## config.mk

```make
export PLATFORM = sky130hd
export DESIGN_NAME = udm_top
export DESIGN_NICKNAME = d
export VERILOG_FILES = /design/src/core/udm_pkg.sv /design/src/core/udm_top.sv
export VERILOG_INCLUDE_DIRS = /design/src /design/src/core
export SDC_FILE = /design/constraint.sdc
export NUM_CORES = 1
export LEC_CHECK = 0
export BUFFER_PORTS_ARGS = -buffer_cell sky130_fd_sc_hd__clkbuf_2
export CORE_ASPECT_RATIO = 0.8
export CORE_UTILIZATION = 55
export DETAILED_ROUTE_END_ITERATION = 7
export GPL_TIMING_DRIVEN = 0
export PLACE_DENSITY = 0.77
export SETUP_SLACK_MARGIN = 0.2
export SLEW_MARGIN = 20
export SYNTH_ARGS = -nofsm -noshare
export SYNTH_HDL_FRONTEND = slang
export SYNTH_SLANG_ARGS = --single-unit
```

## constraint.sdc

```tcl
create_clock -name ref_clk_in -period 13.4 [get_ports ref_clk_in]
set_input_delay 1.34 -clock ref_clk_in [delete_from_list [all_inputs] [get_ports ref_clk_in]]
set_output_delay 1.34 -clock ref_clk_in [all_outputs]
set_load 0.01 [all_outputs]
```

## src/core/udm_params.svh

```systemverilog
`ifndef UDM_PARAMS_SVH
`define UDM_PARAMS_SVH

// Clock rate and pulse widths
`define UDM_CLK_MHZ 250
`define UDM_GO_NS 200
`define UDM_END_NS 100
`define UDM_GO_CYC ((`UDM_GO_NS * `UDM_CLK_MHZ + 999) / 1000)
`define UDM_END_CYC ((`UDM_END_NS * `UDM_CLK_MHZ + 999) / 1000)

// Register selects on host address bits 2:1
`define UDM_SEL_ADDR 2'h0
`define UDM_SEL_COUNT 2'h1
`define UDM_SEL_SLOT4 2'h2
`define UDM_SEL_SLOT6 2'h3

// Control and status register fields
`define UDM_CSR_GO 0
`define UDM_CSR_FN_LO 1
`define UDM_CSR_FN_HI 3
`define UDM_CSR_IE 6
`define UDM_CSR_READY 7
`define UDM_CSR_ST_LO 9
`define UDM_CSR_ST_HI 11
`define UDM_CSR_MAINTENANCE_BIT 12
`define UDM_CSR_PF 14
`define UDM_CSR_ERR 15
`define UDM_CSR_WMASK 16'h104e

// Cycle codes {hi, lo}
`define UDM_READ_WORD 2'h0
`define UDM_READ_PAUSE 2'h1
`define UDM_WRITE_WORD 2'h2
`define UDM_WRITE_BYTE 2'h3

`endif

```

## src/core/udm_pkg.sv

```systemverilog
package udm_pkg;

    typedef enum logic [1:0]
    {
        UDM_IDLE = 2'b00,
        UDM_MEM = 2'b01,
        UDM_END = 2'b11
    } udm_state_e;

    // Inputs from the user device cable
    typedef struct packed
    {
        logic [15:0] data;
        logic code_hi;
        logic code_lo;
        logic cycle_rq;
        logic wc_inc;
        logic ba_inc;
        logic a00;
        logic [2:0] status;
    } udm_user_in_s;

    // Pins from outside the clock domain
    typedef struct packed
    {
        udm_user_in_s user;
        logic power_fail;
        logic bus_init;
        logic [14:0] base_sw;
        logic [2:0] mode_sw;
    } udm_pins_s;

endpackage

```

## src/core/udm_top.sv

```systemverilog
`timescale 1ns/100ps
`include "udm_params.svh"
// Behaviour
// (RULE_01) User data outputs from output data register
// (RULE_02) Init output on power, reset, maintenance clear
// (RULE_03) Function outputs follow control bits 3..1
// (RULE_04) Ready output copies control bit 7
// (RULE_05) Busy high during host cycle, user waits
// (RULE_06) Busy only with mode setting on-off-off
// (RULE_07) Powerfail output on power fail or function b
// (RULE_08) Powerfail mid-transfer: error, inhibit, interrupt
// (RULE_09) Powerfail while idle blocks new transfers
// (RULE_10) Writing go bit gives 200 ns start pulse
// (RULE_11) Cycle end gives 100 ns done pulse
// (RULE_12) Address bits 2:1 pick one of four selects
// (RULE_13) Respond only at switch-set base address
// (RULE_14) Host cycle code chooses read or write
// (RULE_15) Byte writes only to control register
// (RULE_16) User data via input register to host
// (RULE_17) User controls feed control register and logic
// (RULE_18) User cycle code selects memory cycle type
// (RULE_19) Pulse widths counted in clock cycles
module udm_top
    import udm_pkg::*;
#(
    parameter int AW = 18
)
(
    input wire logic ref_clk_in,
    input wire logic rst_in,
    input wire logic [AW-1:0] host_addr_in,
    input wire logic [15:0] host_wdata_in,
    input wire logic host_wr_in,
    input wire logic host_rd_in,
    input wire logic host_cycle_code_lo_in,
    input wire logic host_cycle_code_hi_in,
    input wire logic reg_hit_in,
    output logic [15:0] host_rdata_out,
    input wire udm_pins_s pins_in,
    output logic [15:0] output_data_reg_out,
    output logic init_out,
    output logic user_function_bit_c_out,
    output logic user_function_bit_b_out,
    output logic user_function_bit_a_out,
    output logic ready_out,
    output logic busy_out,
    output logic powerfail_function_out,
    output logic start_out,
    output logic cycle_done_out,
    output logic intr_req_out,
    output logic mem_req_out,
    output logic mem_write_out,
    output logic mem_byte_out,
    output logic [AW-1:0] mem_addr_out,
    output logic [15:0] mem_wdata_out,
    input wire logic mem_ack_in,
    input wire logic [15:0] mem_rdata_in
);

    localparam int PW = $bits(udm_pins_s);
    localparam logic [5:0] GO_CYC = 6'(`UDM_GO_CYC);
    localparam logic [5:0] END_CYC = 6'(`UDM_END_CYC);

    logic [PW-1:0] sync1_r, sync2_r, sync3_r, stable_r;
    udm_pins_s pin;
    logic cycle_rq_d_r, power_fail_d_r;
    logic [AW-1:0] bar_r;
    logic [15:0] wcr_r, csr_r, input_data_reg, output_data_reg;
    logic [2:0] ctrl_reg_r;
    logic ready_r, err_r, inhibit_r, busy_r, intr_r, fin_r;
    logic [5:0] go_cnt_r, end_cnt_r;
    udm_state_e state_r;
    logic [1:0] code_r;
    logic host_sel, wr_word, wr_byte, rd_acc, csr_wr, go_wr, maintenance_bit_clear;
    logic pf_fn, start_dma, mode_ok;
    logic [15:0] byte_mask, csr_nxt;

    // Three-stage synchronisers, value taken when stages two and three agree
    always_ff @(posedge ref_clk_in or posedge rst_in)
    begin
        if (rst_in)
        begin
            sync1_r <= '0;
            sync2_r <= '0;
            sync3_r <= '0;
            stable_r <= '0;
        end
        else
        begin
            sync1_r <= pins_in;
            sync2_r <= sync1_r;
            sync3_r <= sync2_r;
            for (int i = 0; i < PW; i++)
            begin
                if (sync2_r[i] == sync3_r[i])
                begin
                    stable_r[i] <= sync3_r[i];
                end
            end
        end
    end
    assign pin = udm_pins_s'(stable_r);

    // (RULE_13) Base address match
    assign host_sel = reg_hit_in && (host_addr_in[AW-1:3] == pin.base_sw);
    // (RULE_14) Cycle code picks read or write
    assign wr_word = host_sel && host_wr_in && host_cycle_code_hi_in && !host_cycle_code_lo_in;
    assign wr_byte = host_sel && host_wr_in && host_cycle_code_hi_in && host_cycle_code_lo_in;
    assign rd_acc = host_sel && host_rd_in && !host_cycle_code_hi_in;
    // (RULE_15) Byte writes only reach the control register
    assign csr_wr = (wr_word || wr_byte) && host_addr_in[2:1] == `UDM_SEL_SLOT4;
    assign byte_mask = wr_byte ? (host_addr_in[0] ? 16'hff00 : 16'h00ff) : 16'hffff;
    assign csr_nxt = (csr_r & ~(byte_mask & `UDM_CSR_WMASK))
        | (host_wdata_in & byte_mask & `UDM_CSR_WMASK);
    // (RULE_10) Go bit written as one
    assign go_wr = csr_wr && host_wdata_in[`UDM_CSR_GO] && byte_mask[`UDM_CSR_GO];
    assign maintenance_bit_clear = csr_wr && csr_r[`UDM_CSR_MAINTENANCE_BIT] && !csr_nxt[`UDM_CSR_MAINTENANCE_BIT];
    // (RULE_07) Powerfail or function b
    assign pf_fn = pin.power_fail || csr_r[`UDM_CSR_FN_LO+1];
    // (RULE_06) Mode setting on, off, off
    assign mode_ok = pin.mode_sw == 3'b001;
    // (RULE_09) No start under powerfail, inhibit or while busy
    assign start_dma = state_r == UDM_IDLE && pin.user.cycle_rq && !cycle_rq_d_r
        && !ready_r && !inhibit_r && !err_r && !pf_fn;

    // Host register writes
    always_ff @(posedge ref_clk_in or posedge rst_in)
    begin
        if (rst_in)
        begin
            csr_r <= '0;
            output_data_reg <= '0;
        end
        else
        begin
            if (csr_wr)
            begin
                csr_r <= csr_nxt;
            end
            // (RULE_01) Memory read word loads output data
            if (state_r == UDM_MEM && mem_ack_in && code_r == `UDM_READ_WORD)
            begin
                output_data_reg <= mem_rdata_in;
            end
            else if (wr_word && host_addr_in[2:1] == `UDM_SEL_SLOT6)
            begin
                output_data_reg <= host_wdata_in;
            end
        end
    end

    // Address and word count registers
    always_ff @(posedge ref_clk_in or posedge rst_in)
    begin
        if (rst_in)
        begin
            bar_r <= '0;
            wcr_r <= '0;
        end
        else
        begin
            // (RULE_12) Address select
            if (wr_word && host_addr_in[2:1] == `UDM_SEL_ADDR)
            begin
                bar_r <= AW'({host_wdata_in[AW-3:0], 1'b0});
            end
            else if (state_r == UDM_MEM && mem_ack_in && pin.user.ba_inc)
            begin
                bar_r <= bar_r + AW'(2);
            end
            // (RULE_12) Word count select
            if (wr_word && host_addr_in[2:1] == `UDM_SEL_COUNT)
            begin
                wcr_r <= host_wdata_in;
            end
            else if (state_r == UDM_MEM && mem_ack_in && pin.user.wc_inc)
            begin
                wcr_r <= wcr_r + 16'h0001;
            end
        end
    end

    // (RULE_16) User data into input data register
    // (RULE_17) User controls into input control register
    always_ff @(posedge ref_clk_in or posedge rst_in)
    begin
        if (rst_in)
        begin
            input_data_reg <= '0;
            ctrl_reg_r <= '0;
            code_r <= `UDM_READ_WORD;
            cycle_rq_d_r <= 1'b0;
            power_fail_d_r <= 1'b0;
        end
        else
        begin
            cycle_rq_d_r <= pin.user.cycle_rq;
            power_fail_d_r <= pin.power_fail;
            ctrl_reg_r <= pin.user.status;
            if (start_dma)
            begin
                input_data_reg <= pin.user.data;
                code_r <= {pin.user.code_hi, pin.user.code_lo};
            end
        end
    end

    // Memory cycle sequencer
    always_ff @(posedge ref_clk_in or posedge rst_in)
    begin
        if (rst_in)
        begin
            state_r <= UDM_IDLE;
            busy_r <= 1'b0;
            fin_r <= 1'b0;
            mem_req_out <= 1'b0;
            mem_write_out <= 1'b0;
            mem_byte_out <= 1'b0;
            mem_addr_out <= '0;
            mem_wdata_out <= '0;
        end
        else
        begin
            fin_r <= 1'b0;
            case (state_r)
                UDM_IDLE:
                begin
                    if (start_dma)
                    begin
                        // (RULE_05) Busy through the cycle
                        busy_r <= 1'b1;
                        // (RULE_18) Code selects cycle type
                        mem_write_out <= pin.user.code_hi;
                        mem_byte_out <= pin.user.code_hi && pin.user.code_lo;
                        mem_addr_out <= {bar_r[AW-1:1], pin.user.a00};
                        mem_wdata_out <= pin.user.data;
                        mem_req_out <= 1'b1;
                        state_r <= UDM_MEM;
                    end
                end
                UDM_MEM:
                begin
                    if (mem_ack_in)
                    begin
                        mem_req_out <= 1'b0;
                        fin_r <= 1'b1;
                        state_r <= UDM_END;
                    end
                end
                UDM_END:
                begin
                    // (RULE_05) Drop busy at cycle end
                    busy_r <= 1'b0;
                    state_r <= UDM_IDLE;
                end
                default:
                begin
                    state_r <= UDM_IDLE;
                end
            endcase
        end
    end

    // Ready, error and inhibit
    always_ff @(posedge ref_clk_in or posedge rst_in)
    begin
        if (rst_in)
        begin
            ready_r <= 1'b1;
            err_r <= 1'b0;
            inhibit_r <= 1'b0;
            intr_r <= 1'b0;
        end
        else
        begin
            // (RULE_08) Powerfail during transfer sets error, set wins
            if (state_r != UDM_IDLE && pf_fn)
            begin
                err_r <= 1'b1;
                inhibit_r <= 1'b1;
            end
            else if (go_wr && !pf_fn)
            begin
                err_r <= 1'b0;
                inhibit_r <= 1'b0;
            end
            // (RULE_08) Interrupt after current cycle completes
            if (fin_r && err_r && csr_r[`UDM_CSR_IE])
            begin
                intr_r <= 1'b1;
            end
            else if (go_wr || !csr_r[`UDM_CSR_IE])
            begin
                intr_r <= 1'b0;
            end
            if ((fin_r && (wcr_r == 16'h0000 || err_r)) || (err_r && state_r == UDM_IDLE))
            begin
                ready_r <= 1'b1;
            end
            else if (go_wr && !err_r)
            begin
                ready_r <= 1'b0;
            end
        end
    end

    // (RULE_19) Pulse width counters
    always_ff @(posedge ref_clk_in or posedge rst_in)
    begin
        if (rst_in)
        begin
            go_cnt_r <= '0;
            end_cnt_r <= '0;
        end
        else
        begin
            // (RULE_10) Start pulse length
            if (go_wr)
            begin
                go_cnt_r <= GO_CYC;
            end
            else if (go_cnt_r != 6'h00)
            begin
                go_cnt_r <= go_cnt_r - 6'h01;
            end
            // (RULE_11) Done pulse length
            if (fin_r)
            begin
                end_cnt_r <= END_CYC;
            end
            else if (end_cnt_r != 6'h00)
            begin
                end_cnt_r <= end_cnt_r - 6'h01;
            end
        end
    end

    // Registered outputs
    always_ff @(posedge ref_clk_in or posedge rst_in)
    begin
        if (rst_in)
        begin
            host_rdata_out <= '0;
            output_data_reg_out <= '0;
            init_out <= 1'b1;
            user_function_bit_c_out <= 1'b0;
            user_function_bit_b_out <= 1'b0;
            user_function_bit_a_out <= 1'b0;
            ready_out <= 1'b0;
            busy_out <= 1'b0;
            powerfail_function_out <= 1'b0;
            start_out <= 1'b0;
            cycle_done_out <= 1'b0;
            intr_req_out <= 1'b0;
        end
        else
        begin
            // (RULE_01) Data to user
            output_data_reg_out <= output_data_reg;
            // (RULE_02) Init sources
            init_out <= pin.bus_init || (pin.power_fail != power_fail_d_r) || maintenance_bit_clear;
            // (RULE_03) Function outputs
            user_function_bit_c_out <= csr_r[`UDM_CSR_FN_HI];
            user_function_bit_b_out <= csr_r[`UDM_CSR_FN_LO+1];
            user_function_bit_a_out <= csr_r[`UDM_CSR_FN_LO];
            // (RULE_04) Ready copy
            ready_out <= ready_r;
            // (RULE_06) Busy gated by mode
            busy_out <= busy_r && mode_ok;
            // (RULE_07) Powerfail output
            powerfail_function_out <= pf_fn;
            start_out <= go_wr || go_cnt_r > 6'h01;
            cycle_done_out <= fin_r || end_cnt_r > 6'h01;
            intr_req_out <= intr_r;
            host_rdata_out <= '0;
            if (rd_acc)
            begin
                if (host_addr_in[2:1] == `UDM_SEL_ADDR)
                begin
                    host_rdata_out <= bar_r[15:0];
                end
                else if (host_addr_in[2:1] == `UDM_SEL_COUNT)
                begin
                    host_rdata_out <= wcr_r;
                end
                else if (host_addr_in[2:1] == `UDM_SEL_SLOT4)
                begin
                    host_rdata_out <= {err_r, pf_fn, 1'b0, csr_r[`UDM_CSR_MAINTENANCE_BIT], ctrl_reg_r,
                        1'b0, ready_r, csr_r[`UDM_CSR_IE], 2'b00, csr_r[3:1], 1'b0};
                end
                else
                begin
                    // (RULE_16) Input data to host
                    host_rdata_out <= input_data_reg;
                end
            end
        end
    end

endmodule // udm_top

```

* After elaboration in Yosys (flattened, before gate mapping)
Index checks and enable logic that the tools add are counted.
Storage, ports and cells: flip-flop bits (word level) 367, input port bits 103
Cells by class: $add $sub $neg 4, equal/unequal tests 55, muxes and demuxes 31, bitwise operators 4, reduce and logical (&&, ||, !) cells 72, $lt $le $gt $ge 2
Operator list (count):
- $mux 16 | 8
- $eq 1x1->1 | 45
- $mux 18 | 2
- $logic_and 1x1->1 | 34
- $mux 13 | 2
- $mux 6 | 4
- $reduce_bool 2->1 | 11
- $add 18x2->18 const B | 1
- $add 16x1->16 const B | 1
- $and 16x16->16 | 1
- $logic_not 16->1 | 1
- $not 13->16 | 1
- $or 16x13->16 | 1
- $eq 15x15->1 | 1
- $and 13x13->13 | 1
- $gt 6x1->1 const B | 2
- $reduce_bool 6->1 | 2
- $sub 6x1->6 const B | 2
- $mux 1 | 10
- $logic_or 1x1->1 | 9
- $logic_not 1->1 | 8
- $eq 2x2->1 const B | 3
- $logic_not 2->1 | 3
- $reduce_and 2->1 | 3
- other kinds (8) | 12

* Logic depth before layout (Yosys ltp)
depth in word-level cells 12, mapped depth 7, depth with buffers taken out 6

* Worst setup path after synthesis
OpenSTA, ideal clock, no wires.
kind in2reg, start in host_addr_in[14], end reg bar_r[1], path buffers 1, path slack 10.311 ns, arrival 2.964 ns, setup time 0.125 ns, cell stages on the path 6, cells stage by stage xor2_1 nor4_4 nand4_2 nor4b_4 buf_6 mux2_4
On the way: longest elaborated chain between the ends 7, elaborated cells on any way between the ends 8, those cells by class eq/ne (1); mux (1); reduce/logical (6)
RTL lines:
- start: declaration | line udm_top.sv:31 | input wire logic [AW-1:0] host_addr_in,
- $eq 15x15->1 * | line udm_top.sv:105 | assign host_sel = reg_hit_in && (host_addr_in[AW-1:3] == pin.base_sw);
- $logic_and 1x1->1 * | line udm_top.sv:105
- $logic_and 1x1->1 * (3 in a row) | line udm_top.sv:107 | assign wr_word = host_sel && host_wr_in && host_cycle_code_hi_in && !host_cycle_code_lo_in;
- $logic_and 1x1->1 (no line) *
- $mux 18 or $reduce_bool 2->1 (tied branches)
- end signal: assignment | line udm_top.sv:165 | bar_r <= AW'({host_wdata_in[AW-3:0], 1'b0});
- end signal: assignment | line udm_top.sv:169 | bar_r <= bar_r + AW'(2);
- end: declaration | line udm_top.sv:67 | logic [AW-1:0] bar_r;
Every way passes the cells marked *; elsewhere a longest branch is shown, timed or not. A chain may end at the register's enable or synchronous reset.

* Worst setup path in the final report
start in host_addr_in[14], end reg bar_r[8]
The elaborated chain is that of the path after synthesis.

==> flow_metrics.env <==
export IMPL_status="completed"
export IMPL_final_cell_mix="dfrtp_1, clkbuf_2, nand2_1"
export IMPL_power_density_mw_per_mm2=150
export IMPL_synthArstFlopShare_pct=100
export IMPL_syn_nets=1056
export IMPL_slowest_delay_ns=0.70
export IMPL_worstPathRequired_ns=13.80
export IMPL_power_leakage_nw=7.51
export IMPL_clockBufferDepth=3
export IMPL_cts_setup_buffers=0
export IMPL_gp_congestion=0.886
export IMPL_hold_depth=0
export IMPL_num_rows=49
export IMPL_cts_resized=0
export IMPL_numPortBuffers=179
export IMPL_areaGrowthSynthToFinish_pct=19.7
export IMPL_drt_total_wl_microns=27200
export IMPL_reg2regPathDepth=6
export IMPL_wl_per_cell_microns=18.2
export IMPL_grt_busiest_layer="met1"
export IMPL_use_met2_pct=34.6
export IMPL_swShare_pct=22.9
export IMPL_clockRootBuffer="clkbuf_16"
export IMPL_drive_gt1_share_pct=25.7
export IMPL_ant_nets=0
export IMPL_multi_input_area_sq_mm=0.00367
export IMPL_worstHoldEndpoint="sync2_r[15]$_DFF_PP0_"
export IMPL_synth_seq_area_share_pct=69.7
export IMPL_start_util_pct=56.4
export IMPL_drc_errors=0
export IMPL_fin_crit_ns=3.09
export IMPL_slowest_stage="nor4b_4"
export IMPL_ys_seq_elements=355
export IMPL_drt_initial_drc_count=665
export IMPL_clk_pin_slew_ns=0.06
export IMPL_vdd_drop_max_v=0.000105
export IMPL_reg2reg_from="pin[14]$_DFFE_PP0N_"
export IMPL_start_kind="input port"
export IMPL_power_frac_clock_pct=42.3
export IMPL_crit_arrival_ns=3.48
export IMPL_grt_ovfl_total=0
export IMPL_first_pass_iters=5
export IMPL_comb_power_share_pct=7.1
export IMPL_yosysWarnings=0
export IMPL_switchingPower_uw=523
export IMPL_synth_area_sq_mm=0.0127
export IMPL_crit_chain="clkbuf_2, xor2_1, nor4_4, nand4_2, nor4b_4, buf_6, mux2_4"
export IMPL_setup_slack_ns=10.31
export IMPL_antenna_found_initial=1
export IMPL_pin_count=182
export IMPL_grt_pass1_wl_microns=43100
export IMPL_viasPerCell=5.32
export IMPL_slew_headroom_pct=44.3
export IMPL_setup_viol=0
export IMPL_synth_top_flop_cell="dfrtp_1"
export IMPL_finalMaxSlewViolations=0
export IMPL_fp_dieW_microns=172
export IMPL_gr_usage_met3_pct=5.18
export IMPL_core_area_sq_mm=0.0226
export IMPL_fp_dieH_microns=138
export IMPL_die_area_sq_mm=0.0238
export IMPL_synth_area_top_cells="dfrtp_1, nand2_1, maj3_1"
export IMPL_yosysTopAreaCellShare_pct=69.3
export IMPL_regArea_sq_mm=0.00889
export IMPL_end_kind="flip-flop"
export IMPL_synthCells=946
export IMPL_synth_edf_count=0
export IMPL_crit_fanout=10
export IMPL_skew_ns=0.0239
export IMPL_hold_class="flip-flop to flip-flop"
export IMPL_power_frac_seq_pct=50.6
export IMPL_critPathKind="input port to flip-flop"
export IMPL_period_share_pct=23.0
export IMPL_rrSetupSlack_ns=10.82
export IMPL_r2r_end="bar_r[8]$_DFFE_PP0P_"
export IMPL_hold_start="sync1_r[15]$_DFF_PP0_"
export IMPL_nFillCells=1660
export IMPL_fmax_ghz=0.324
export IMPL_placed_cell_area_sq_mm=0.0141
export IMPL_cp_buffers_inverters=2
export IMPL_rsz0062_at_grt="no"
export IMPL_path_delay_family="simple AND/OR/NAND/NOR gates"
export IMPL_synth_avg_cell_area_sq_um=13.5
export IMPL_grt_pass1_vias=7897
export IMPL_cts_sinks=355
export IMPL_ys_types=48
export IMPL_grt_max_degree=115
export IMPL_design_area_sq_mm=0.0153
export IMPL_final_common_cell="dfrtp_1"
export IMPL_nNetsFinal=1275
export IMPL_grt_use_total_pct=24.0
export IMPL_p_int_mw=1.76
export IMPL_cts_tree="built"
export IMPL_hold_viol=0
export IMPL_synth_area_leader_cell="dfrtp_1"
export IMPL_met1_usage_pct=36.1
export IMPL_ctsHoldBuffers=0
export IMPL_htreeDepth=2
export IMPL_numCtsBuffers=35
export IMPL_cap_viol_max_count=0
export IMPL_clk_insertion_delay_late_ns=0.52
export IMPL_vias=7954
export IMPL_place_ws_ns=9.77
export IMPL_dp_hpwl_microns=19200
export IMPL_worstMarginPinSlew_ns=0.830
-- Yosys cell counts, types with 2 or more instances --
library cell    n
mux2_4          9
nand2_1       172
a21oi_1        11
dfrtp_1       353
mux2i_1         5
xnor2_1        30
xor2_1         24
inv_1          14
nor2_1         44
nand2b_1        5
ha_1            7
and3_1          8
o211ai_1        2
dfstp_2         2
and2_1          3
a31oi_1        16
nor2b_1        11
nand4_1        23
maj3_1         45
clkbuf_1       24
mux4_2         11
nand3_1        16
nand3b_1        4
nor3b_1         3
buf_2           7
nand4b_1        2
nor4_4          2
o21ai_0        25
mux2_2         29
nor3_1         13
nor4_1          5
and4_1          5
-- worst max path at each step --
stage | startpoint | endpoint | slack, ns | cells past startpoint
2_1_floorplan | rst_in | bar_r[10]$_DFFE_PP0P_ | 2.21 | 1
3_3_place_gp | rst_in | pin[19]$_DFFE_PP0N_ | -0.91 | 2
3_5_place_dp | host_addr_in[12] | bar_r[8]$_DFFE_PP0P_ | 9.77 | 7
4_1_cts | host_addr_in[12] | bar_r[4]$_DFFE_PP0P_ | 10.31 | 7
5_1_grt | host_addr_in[12] | bar_r[4]$_DFFE_PP0P_ | 10.26 | 7
6_report | host_addr_in[14] | bar_r[8]$_DFFE_PP0P_ | 10.31 | 7
-- power by group through the flow --
stage | clock (mW) | sequential, mW | combinational (mW)
3_3_place_gp | 0 | 1.17 | 0.155
3_5_place_dp | 0 | 1.17 | 0.164
5_1_grt | 1.03 | 1.16 | 0.185
2_1_floorplan | 0 | 1.17 | 0.117
4_1_cts | 0.986 | 1.16 | 0.166
6_report | 0.965 | 1.16 | 0.163
-- routing by layer --
layer	wire, microns	up-vias	part of all wire, %
met5	13	-	0.048
met4	883	2	3.3
met3	1940	71	7.1
met2	11800	302	43
met1	12600	3936	46
li1	-	3643	-
-- through the flow --
step | total power, mW | cells | utilization, % | hold slack [ns] | setup TNS, ns
2_1_floorplan | 1.28 | 946 | - | 0.331 | 0
3_3_place_gp | 1.33 | 1431 | 62.0 | 0.331 | -307.48
3_5_place_dp | 1.34 | 1434 | 62.4 | 0.335 | 0
4_1_cts | 2.31 | 1495 | 67.5 | 0.344 | 0
5_1_grt | 2.38 | 1495 | 67.5 | 0.353 | 0
6_report | 2.28 | 1496 | 67.5 | 0.340 | 0
-- cell type report --
| type | count | area share [%] |
|---|---|---|
| diodes | 1 | 0.0164 |
| plain buffers | 33 | 0.918 |
| clock buffers | 46 | 6.48 |
| clock inverters | 15 | 1.01 |
| inverters | 14 | 0.394 |
| multi-input cells | 544 | 24.0 |
| flip-flops and latches | 355 | 58.2 |
| well taps | 306 | 2.51 |
| repair buffers | 182 | 6.41 |
-- cells by family after synthesis --
family | share of synthesized area, %
AO/OA/AOI/OAI | 2.62
AND/OR/NAND/NOR | 12.3
adder cells (fa/ha/maj) | 4.22
XOR/XNOR | 3.71
flip-flops | 69.7
buffers and inverters | 1.51
multiplexers | 5.96
Power figures use the tool's default switching activity.
